[config.mk]
export PLATFORM = sky130hd
export DESIGN_NAME = upfs_top
export DESIGN_NICKNAME = d
export VERILOG_FILES = /design/src/upfs_pkg.sv /design/src/upfs_top.sv /design/src/upfs_debounce.sv
export VERILOG_INCLUDE_DIRS = /design/src
export SDC_FILE = /design/constraint.sdc
export NUM_CORES = 1
export LEC_CHECK = 0
export ABC_AREA = 1
export BUFFER_PORTS_ARGS = -buffer_cell sky130_fd_sc_hd__buf_2
export CORE_UTILIZATION = 38
export CTS_CLUSTER_SIZE = 12
export DETAILED_ROUTE_END_ITERATION = 6
export GPL_ROUTABILITY_DRIVEN = 0
export GPL_TIMING_DRIVEN = 0
export PLACE_DENSITY_LB_ADDON = 0.08
export SLEW_MARGIN = 20
export SYNTH_ARGS = -nofsm -noshare
export SYNTH_HDL_FRONTEND = slang
export SYNTH_HIERARCHICAL = 1
export SYNTH_SLANG_ARGS = --single-unit
[constraint.sdc]
create_clock -name core_clk_i -period 1.65 [get_ports core_clk_i]
set_input_delay 0.165 -clock core_clk_i [delete_from_list [all_inputs] [get_ports core_clk_i]]
set_output_delay 0.165 -clock core_clk_i [all_outputs]
set_load 0.01 [all_outputs]
[src/upfs_cfg.svh]
// timing constants and the fault index map for the port fault supervisor
// assumes a 50 MHz core clock
`ifndef UPFS_CFG_SVH
`define UPFS_CFG_SVH
`define UPFS_CLK_MHZ        50
`define UPFS_SHORT_US       250
`define UPFS_OVERVOLT_US    1000
`define UPFS_SHIELD_US      4
`define UPFS_FWD_MS         50
`define UPFS_SEVERE_US      250
`define UPFS_THERM_US       100
`define UPFS_RETRY_MS       2000
`define UPFS_GATE_DELAY_US  4
`define UPFS_CYC_SHORT      (`UPFS_SHORT_US * `UPFS_CLK_MHZ + 1)
`define UPFS_CYC_OVERVOLT   (`UPFS_OVERVOLT_US * `UPFS_CLK_MHZ + 1)
`define UPFS_CYC_SHIELD     (`UPFS_SHIELD_US * `UPFS_CLK_MHZ)
`define UPFS_CYC_FWD        (`UPFS_FWD_MS * 1000 * `UPFS_CLK_MHZ)
`define UPFS_CYC_SEVERE     (`UPFS_SEVERE_US * `UPFS_CLK_MHZ)
`define UPFS_CYC_THERM      (`UPFS_THERM_US * `UPFS_CLK_MHZ + 1)
`define UPFS_CYC_RETRY      (`UPFS_RETRY_MS * 1000 * `UPFS_CLK_MHZ)
`define UPFS_CYC_GATE_DELAY (`UPFS_GATE_DELAY_US * `UPFS_CLK_MHZ)
`define UPFS_NUM_FAULTS     6
`define UPFS_F_SHORT        0
`define UPFS_F_OVERVOLT     1
`define UPFS_F_SHIELD       2
`define UPFS_F_FWD          3
`define UPFS_F_SEVERE       4
`define UPFS_F_THERM        5
`endif

[src/upfs_pkg.sv]
// types for the port fault supervisor
// assumes upfs_cfg.svh for numbers
package upfs_pkg;
    typedef enum logic [1:0] {
        UPFS_ST_IDLE     = 2'b00,
        UPFS_ST_ON       = 2'b01,
        UPFS_ST_FAULT    = 2'b10,
        UPFS_ST_RETRY    = 2'b11
    } upfs_state_t;
endpackage

[src/upfs_top.sv]
// port fault supervisor: debounce, attach reset, retry and current advert
// assumes comparator levels and strap inputs synchronous to core_clk_i
//
// Contract
// strap low: advertise 1.5A always, also during hold-up discharge.
// strap high: advertise 3.0A, fall back to 1.5A during discharge.
// ground short held past 250us opens the power switch.
// after ground short, retry every 2s; restore 2s after it clears.
// overvoltage held past 1ms opens the power switch.
// after overvoltage, retry every 2s; re-enable 2s after it clears.
// shield comparator above 150mV signals a shield fault.
// shield fault: reset attach logic, wait 4us, drive ground gate low.
// ground switch back on only after shield sense falls below 150mV.
// shield clear: ground switch at once, attach logic held for retry.
// forward overcurrent held 50ms turns the power switch off.
// severe short current held 250us turns the power switch off.
// after either overcurrent, keep switch off 2s before enabling.
// overtemperature held past 100us shuts the port down.
// recover only after below-135 indication held past 100us.
// every fault resets attach logic; recovery waits retry time.
// power switch off until hold-up supply is above lockout.
// switch closes only with valid sink pull-down on a CC pin.
// comparators synchronised; debounce restarts on early deassert.
// fault latched during retry; retry restarts if fault returns.
`timescale 1ns/1ps
`include "upfs_cfg.svh"
module upfs_top #(
    parameter int RETRY_CYCLES = `UPFS_CYC_RETRY,
    parameter int FWD_CYCLES   = `UPFS_CYC_FWD
) (
    input  wire logic core_clk_i,
    input  wire logic rst_i,
    input  wire logic ce_i,
    input  wire logic current_level_select_i,
    input  wire logic holdup_discharge_i,
    input  wire logic holdup_above_lockout_i,
    input  wire logic sink_attached_i,
    input  wire logic short_to_ground_i,
    input  wire logic overvoltage_i,
    input  wire logic shield_sense_i,
    input  wire logic forward_current_i,
    input  wire logic severe_short_i,
    input  wire logic overtemp_i,
    input  wire logic below_recover_temp_i,
    output logic      power_switch_o,
    output logic      attach_reset_o,
    output logic      ground_switch_gate_o,
    output logic      high_current_advert_o,
    output logic      low_current_advert_o,
    output logic      fault_active_o
);
    import upfs_pkg::*;

    // ------------------------------------------------------------
    // debounced fault indications
    // ------------------------------------------------------------
    localparam int NF = `UPFS_NUM_FAULTS;
    logic [NF-1:0] raw;
    logic [NF-1:0] deb;
    logic          cool_ok;
    logic          shield_hi;

    assign raw[`UPFS_F_SHORT]    = short_to_ground_i;
    assign raw[`UPFS_F_OVERVOLT] = overvoltage_i;
    assign raw[`UPFS_F_SHIELD]   = shield_sense_i;
    assign raw[`UPFS_F_FWD]      = forward_current_i;
    assign raw[`UPFS_F_SEVERE]   = severe_short_i;
    assign raw[`UPFS_F_THERM]    = overtemp_i;

    genvar gi;
    generate
        for (gi = 0; gi < NF; gi = gi + 1)
        begin : g_deb
            localparam int CYC =
                (gi == `UPFS_F_SHORT)    ? `UPFS_CYC_SHORT :
                (gi == `UPFS_F_OVERVOLT) ? `UPFS_CYC_OVERVOLT :
                (gi == `UPFS_F_SHIELD)   ? `UPFS_CYC_SHIELD :
                (gi == `UPFS_F_FWD)      ? FWD_CYCLES :
                (gi == `UPFS_F_SEVERE)   ? `UPFS_CYC_SEVERE :
                                           `UPFS_CYC_THERM;
            upfs_debounce #(
                .CYCLES (CYC)
            ) u_deb (
                .core_clk_i (core_clk_i),
                .rst_i      (rst_i),
                .ce_i       (ce_i),
                .raw_i      (raw[gi]),
                .level_o    (deb[gi])
            );
        end
    endgenerate

    // recovery from thermal shutdown needs its own held-cool filter
    upfs_debounce #(
        .CYCLES (`UPFS_CYC_THERM)
    ) u_cool (
        .core_clk_i (core_clk_i),
        .rst_i      (rst_i),
        .ce_i       (ce_i),
        .raw_i      (below_recover_temp_i),
        .level_o    (cool_ok)
    );

    // ------------------------------------------------------------
    // fault latch, retry timer and attach control
    // ------------------------------------------------------------
    upfs_state_t st_r;
    upfs_state_t st_nxt;
    logic [31:0] retry_r;
    logic [31:0] retry_nxt;
    logic [31:0] gate_cnt_r;
    logic [31:0] gate_cnt_nxt;
    logic        therm_r;
    logic        therm_nxt;
    logic        shield_r;
    logic        shield_nxt;
    logic        gate_r;
    logic        gate_nxt;
    logic        sw_r;
    logic        sw_nxt;
    logic        arst_r;
    logic        arst_nxt;
    logic        hi_r;
    logic        hi_nxt;
    logic        lo_r;
    logic        lo_nxt;
    logic        flt_r;
    logic        flt_nxt;
    logic        any_fault;
    logic        cond_present;

    assign shield_hi    = shield_sense_i;
    assign any_fault    = |deb;
    // thermal holds until the cool filter passes
    assign cond_present = (|deb) | therm_r | shield_hi;

    // ------------------------------------------------------------
    // thermal latch
    // ------------------------------------------------------------
    always_comb
    begin
        therm_nxt = therm_r;
        if (deb[`UPFS_F_THERM])
            therm_nxt = 1'b1;
        else if (therm_r && cool_ok)
            therm_nxt = 1'b0;
    end

    always_ff @(posedge core_clk_i)
    begin
        if (rst_i)
        begin
            therm_r <= 1'b0;
        end
        else if (ce_i)
        begin
            therm_r <= therm_nxt;
        end
    end

    // ------------------------------------------------------------
    // shield latch and ground switch gate
    // ------------------------------------------------------------
    // gate drops only after the attach reset has had its head start
    always_comb
    begin
        shield_nxt   = shield_r;
        gate_nxt     = gate_r;
        gate_cnt_nxt = gate_cnt_r;
        if (deb[`UPFS_F_SHIELD])
            shield_nxt = 1'b1;
        if (shield_r && gate_r)
        begin
            if (gate_cnt_r >= 32'(`UPFS_CYC_GATE_DELAY - 1))
                gate_nxt = 1'b0;
            else
                gate_cnt_nxt = gate_cnt_r + 32'h1;
        end
        // raw level too, so a fresh rise keeps the gate off
        if (shield_r && !gate_r && !shield_hi && !deb[`UPFS_F_SHIELD])
        begin
            shield_nxt   = 1'b0;
            gate_nxt     = 1'b1;
            gate_cnt_nxt = 32'h0;
        end
    end

    always_ff @(posedge core_clk_i)
    begin
        if (rst_i)
        begin
            shield_r   <= 1'b0;
            gate_r     <= 1'b1;
            gate_cnt_r <= 32'h0;
        end
        else if (ce_i)
        begin
            shield_r   <= shield_nxt;
            gate_r     <= gate_nxt;
            gate_cnt_r <= gate_cnt_nxt;
        end
    end

    // ------------------------------------------------------------
    // attach state, retry timer and power switch
    // ------------------------------------------------------------
    always_comb
    begin
        st_nxt    = st_r;
        retry_nxt = retry_r;

        unique case (st_r)
            UPFS_ST_IDLE:
            begin
                retry_nxt = 32'h0;
                if (any_fault)
                    st_nxt = UPFS_ST_FAULT;
                else if (holdup_above_lockout_i && sink_attached_i)
                    st_nxt = UPFS_ST_ON;
            end
            UPFS_ST_ON:
            begin
                if (any_fault)
                    st_nxt = UPFS_ST_FAULT;
                else if (!holdup_above_lockout_i || !sink_attached_i)
                    st_nxt = UPFS_ST_IDLE;
            end
            UPFS_ST_FAULT:
            begin
                retry_nxt = 32'h0;
                st_nxt    = UPFS_ST_RETRY;
            end
            UPFS_ST_RETRY:
            begin
                if (cond_present || shield_r)
                    retry_nxt = 32'h0;
                else if (retry_r >= 32'(RETRY_CYCLES - 1))
                    st_nxt = UPFS_ST_IDLE;
                else
                    retry_nxt = retry_r + 32'h1;
            end
        endcase

        // outputs follow the next state so they move with it
        sw_nxt   = (st_nxt == UPFS_ST_ON);
        arst_nxt = (st_nxt == UPFS_ST_FAULT) || (st_nxt == UPFS_ST_RETRY);
        flt_nxt  = arst_nxt;
    end

    always_ff @(posedge core_clk_i)
    begin
        if (rst_i)
        begin
            st_r    <= UPFS_ST_IDLE;
            retry_r <= 32'h0;
            sw_r    <= 1'b0;
            arst_r  <= 1'b0;
            flt_r   <= 1'b0;
        end
        else if (ce_i)
        begin
            st_r    <= st_nxt;
            retry_r <= retry_nxt;
            sw_r    <= sw_nxt;
            arst_r  <= arst_nxt;
            flt_r   <= flt_nxt;
        end
    end

    // ------------------------------------------------------------
    // advertised current level
    // ------------------------------------------------------------
    always_comb
    begin
        // strap high: 3.0A unless discharging
        hi_nxt = current_level_select_i && !holdup_discharge_i;
        lo_nxt = !hi_nxt;
    end

    always_ff @(posedge core_clk_i)
    begin
        if (rst_i)
        begin
            hi_r <= 1'b0;
            lo_r <= 1'b1;
        end
        else if (ce_i)
        begin
            hi_r <= hi_nxt;
            lo_r <= lo_nxt;
        end
    end

    // ------------------------------------------------------------
    // outputs
    // ------------------------------------------------------------
    assign power_switch_o        = sw_r;
    assign attach_reset_o        = arst_r;
    assign ground_switch_gate_o  = gate_r;
    assign high_current_advert_o = hi_r;
    assign low_current_advert_o  = lo_r;
    assign fault_active_o        = flt_r;
endmodule

[src/upfs_debounce.sv]
// one synchronised, debounced fault indication
// assumes the raw level is synchronous to core_clk_i; sync adds margin
`timescale 1ns/1ps
`include "upfs_cfg.svh"
module upfs_debounce #(
    parameter int CYCLES = 16
) (
    input  wire logic core_clk_i,
    input  wire logic rst_i,
    input  wire logic ce_i,
    input  wire logic raw_i,
    output logic      level_o
);
    import upfs_pkg::*;
    logic        sync1_r;
    logic        sync1_nxt;
    logic        sync2_r;
    logic        sync2_nxt;
    logic [31:0] cnt_r;
    logic [31:0] cnt_nxt;
    logic        lvl_r;
    logic        lvl_nxt;

    assign level_o = lvl_r;

    always_comb
    begin
        sync1_nxt = raw_i;
        sync2_nxt = sync1_r;
        cnt_nxt   = cnt_r;
        lvl_nxt   = lvl_r;
        if (!sync2_r)
        begin
            cnt_nxt = 32'h0;
            lvl_nxt = 1'b0;
        end
        else if (cnt_r >= 32'(CYCLES - 1))
            lvl_nxt = 1'b1;
        else
            cnt_nxt = cnt_r + 32'h1;
    end

    always_ff @(posedge core_clk_i)
    begin
        if (rst_i)
        begin
            sync1_r <= 1'b0;
            sync2_r <= 1'b0;
            cnt_r   <= 32'h0;
            lvl_r   <= 1'b0;
        end
        else if (ce_i)
        begin
            sync1_r <= sync1_nxt;
            sync2_r <= sync2_nxt;
            cnt_r   <= cnt_nxt;
            lvl_r   <= lvl_nxt;
        end
    end
endmodule

==> impl_metrics.csv <==
group,metric,value,unit
cells_and_area,regArea,0.00646,mm^2
timing,fin_setup_tns,-156,ps
placed_design,hpwl,25600,um
timing,hold_ws,22.9,ps
logic_synthesis,avgSynthCellArea,7.32,um^2
logic_synthesis,synth_edf_count,0,
cts,cts_tree,"yes",
floorplanning,start_util,38.9,%
logic_synthesis,synth_ff_type,"dfxtp_1",
floorplanning,io-pin-count,20,
cts,numClockSinks,317,
run_status,outcome,"complete, but fails checks",
cells_and_area,layout.cells.non_filler,2871,
floorplanning,die_area,0.0429,mm^2
cells_and_area,syn2layout_area_growth,24.1,%
critical_path,cp.required,2120,ps
cts,cts_buffer_depth,3,
critical_path,crit_arrival,2150,ps
grt,grt_pass1_wl,64400,um
logic_synthesis,seq_area_frac_synth,39.7,%
grt,grt_usage,17.7,%
floorplanning,core,0.0411,mm^2
grt,grt_max_degree,21,
critical_path,crit_path_end_kind,"flop",
cells_and_area,fill_cells,4061,
power,vdd_drop_max,579,uV
logic_synthesis,syn-num-nets,2211,
power,power,17.5,mW
logic_synthesis,netlist_instances,2184,
placed_design,numPlacedInstances,2735,
routing,routed_wl,38700,um
logic_synthesis,synth_top_area_share,39.7,%
logic_synthesis,synth_seq_cells,317,
timing,clock.fmax,0.596,GHz
critical_path,criticalPathCategory,"flop to flop",
cts,cts-root-buf,"clkbuf_16",
cts,clk_latency,550,ps
logic_synthesis,ys_warn_count,6,
floorplanning,die_y,207,um
timing,grt_setup_unrepaired,"true",
timing,hold_viol,0,
timing,slew_headroom,40.3,%
worst_hold_path,hold_class,"input pin to flop",
critical_path,crit_chain,"nand2_1 > nor2_4 > nand2_4 > nand2_2 > nand3_2 > nand2_4 > nand2_8 > nand2_8 > buf_8 > nand2_2 > a21oi_2",
routing,drtIter0Drc,676,
power,p_leak,7.41,nW
timing,fin_ws,-28.6,ps
logic_synthesis,synthArstFlopShare,0,%
critical_path,startpoint_type,"flop",
placed_design,port-buffer-count,19,
timing,period_minus_slack,1680,ps
routing,wl_per_cell,13.5,um
routing,drc,1,
routing,ant_nets,0,
cts,cts.clk_slew.worst_paths,60,ps
timing,skew,26.4,ps
logic_synthesis,yosys.area.top_type,"dfxtp_1",
timing,finalCritPeriodShare,102,%
cells_and_area,diodes,0,
timing,tightest_slew,895,ps
grt,antenna_found_initial,0,
cells_and_area,final_nets,2338,
floorplanning,rows,74,
floorplanning,die_width,207,um
timing,finalSetupViolCount,12,
run_status,violations,"design-rule violations, negative setup slack",
critical_path,crit_fanout,8,
grt,grt_pass1_vias,13336,
cells_and_area,drive_gt1_share,25.7,%
logic_synthesis,synth_area,0.0160,mm^2
routing,routed_via_density,4.94,
critical_path,cp_slowest_cell,"dfxtp_4",
logic_synthesis,yosys-top-cells-area,"dfxtp_1, nand2_1, nor2_1",
grt,overflow,0,
timing,slew_violations,0,
cells_and_area,multi_input_area,0.00931,mm^2
routing,vias,14169,
cts,cts_htree_levels,2,
routing,first_pass_iters,7,
power,power.density,884,mW/mm^2
cts,cts_made_buffers,38,
logic_synthesis,yosysUniqueCellTypes,44,
run,cap_violations,0,
critical_path,critPathMaxStageDelay,380,ps
[timing repair]
item | CTS | global route
hold endpoints to repair | 9 | 0
pin swaps | 26 | 80
setup buffers | 27 | 25
resized for setup | 97 | 277
setup endpoints to repair | 120 | 212
cloned | 3 | 9
hold buffers | 9 | 0
[cell usage in the layout, fill, tap and decap left out, types with 7 or more instances in the layout]
cell	synthesis	final
clkbuf_8	0	10
nor3_2	12	14
nand3_4	6	9
nor3b_1	44	44
dlygate4sd3_1	0	9
a211oi_1	7	7
nand3_1	245	232
xor2_1	40	40
nor3b_2	70	70
o21ai_0	9	7
inv_1	161	155
inv_2	11	15
buf_2	13	28
nand2_2	26	65
nor2_4	3	25
nand4_1	46	46
nor2_2	18	48
nand3_2	3	13
clkbuf_16	0	46
nand2_4	11	41
o21bai_1	9	8
nand2_1	450	377
buf_8	3	9
a21oi_2	13	29
dfxtp_1	317	261
buf_6	16	25
nor2_1	375	324
buf_4	7	48
a21oi_1	143	126
nor3_1	27	25
dfxtp_2	0	37
dfxtp_4	0	19
clkbuf_1	46	48
[layout make-up]
type	count	area share, %
clock buffer	57	5.98
buffer	91	3.14
inverter	172	3.29
timing repair buffer	89	4.03
sequential	317	32.6
clock inverter	11	0.713
tap	532	3.36
multi-input combinational	1602	46.9
[routing by layer]
metal | wire [um] | global-route usage [%]
met5 | 0 | 0
met4 | 918 | 6.33
met3 | 1230 | 2.37
met2 | 18000 | 29.2
met1 | 18600 | 23.6
[cells by family after synthesis]
logic type | synth area share [%]
simple gates | 42.5
buf+inv | 7.58
flops | 39.7
xor+xnor | 2.52
fa+ha+maj | 1.02
compound gates | 6.70
[worst max-delay path, delay by kind of cell (launching register included)]
| kind | cells | cell delay, ps |
|---|---|---|
| and+or+nand+nor | 9 | 900 |
| DFF | 1 | 380 |
| AOI/OAI and AO/OA | 1 | 130 |
| buffers and inverters | 1 | 160 |
[power by group]
group / total, mW / switching, mW / internal, mW / leakage (nW)
sequential: 7.72 / 0.0472 / 7.68 / 2.59
combinational: 1.10 / 0.739 / 0.358 / 4.18
clock: 8.72 / 3.29 / 5.43 / 0.647
total: 17.5 / 4.08 / 13.5 / 7.41
[sequential cells by signal (all words and copies together) (netlist names), 2 cells and up]
register	cells
g_deb.u_deb/cnt_r	192
gate_cnt_r	32
retry_r	32
u_cool/cnt_r	32
g_deb.u_deb/level_o	6
g_deb.u_deb/sync1_r	6
g_deb.u_deb/sync2_r	6
st_r	2
[cells in the mapped netlist (all sizes together), types with 3 or more instances]
master	n
inv	172
a21oi	156
buf	48
nand2	489
nand3b	3
o21bai	9
dfxtp	317
o21a	3
or2	4
ha	13
clkbuf	46
nand3	254
o21ai	13
xnor2	6
nor4	3
nor3	39
nor3b	114
xor2	40
nor2	398
a211oi	7
nand4	46
[through the flow]
stage / area, um^2 / worst slack [ps] / util, %
6_report: 19800 / -28.6 / 48.3
5_1_grt: 19800 / -109 / 48.3
4_1_cts: 18700 / -27.3 / 45.4
3_5_place_dp: 16800 / -749 / 40.8
3_3_place_gp: 16800 / -742 / 40.8
2_1_floorplan: 16000 / 1.83 / -
[path summary, 6_finish.rpt]
kind / cells past startpoint / from / end / slack (ps)
worst max-delay path: 11 / retry_r[6] / retry_r[20] / -30
worst min-delay path: 5 / sink_attached_i / st_r[0] / 20
worst max register to register: 11 / retry_r[6] / retry_r[20] / -30
worst min register to register: 2 / gate_cnt_r[17] / gate_cnt_r[17] / 440
No activity file was read; power rests on OpenSTA's default activity.
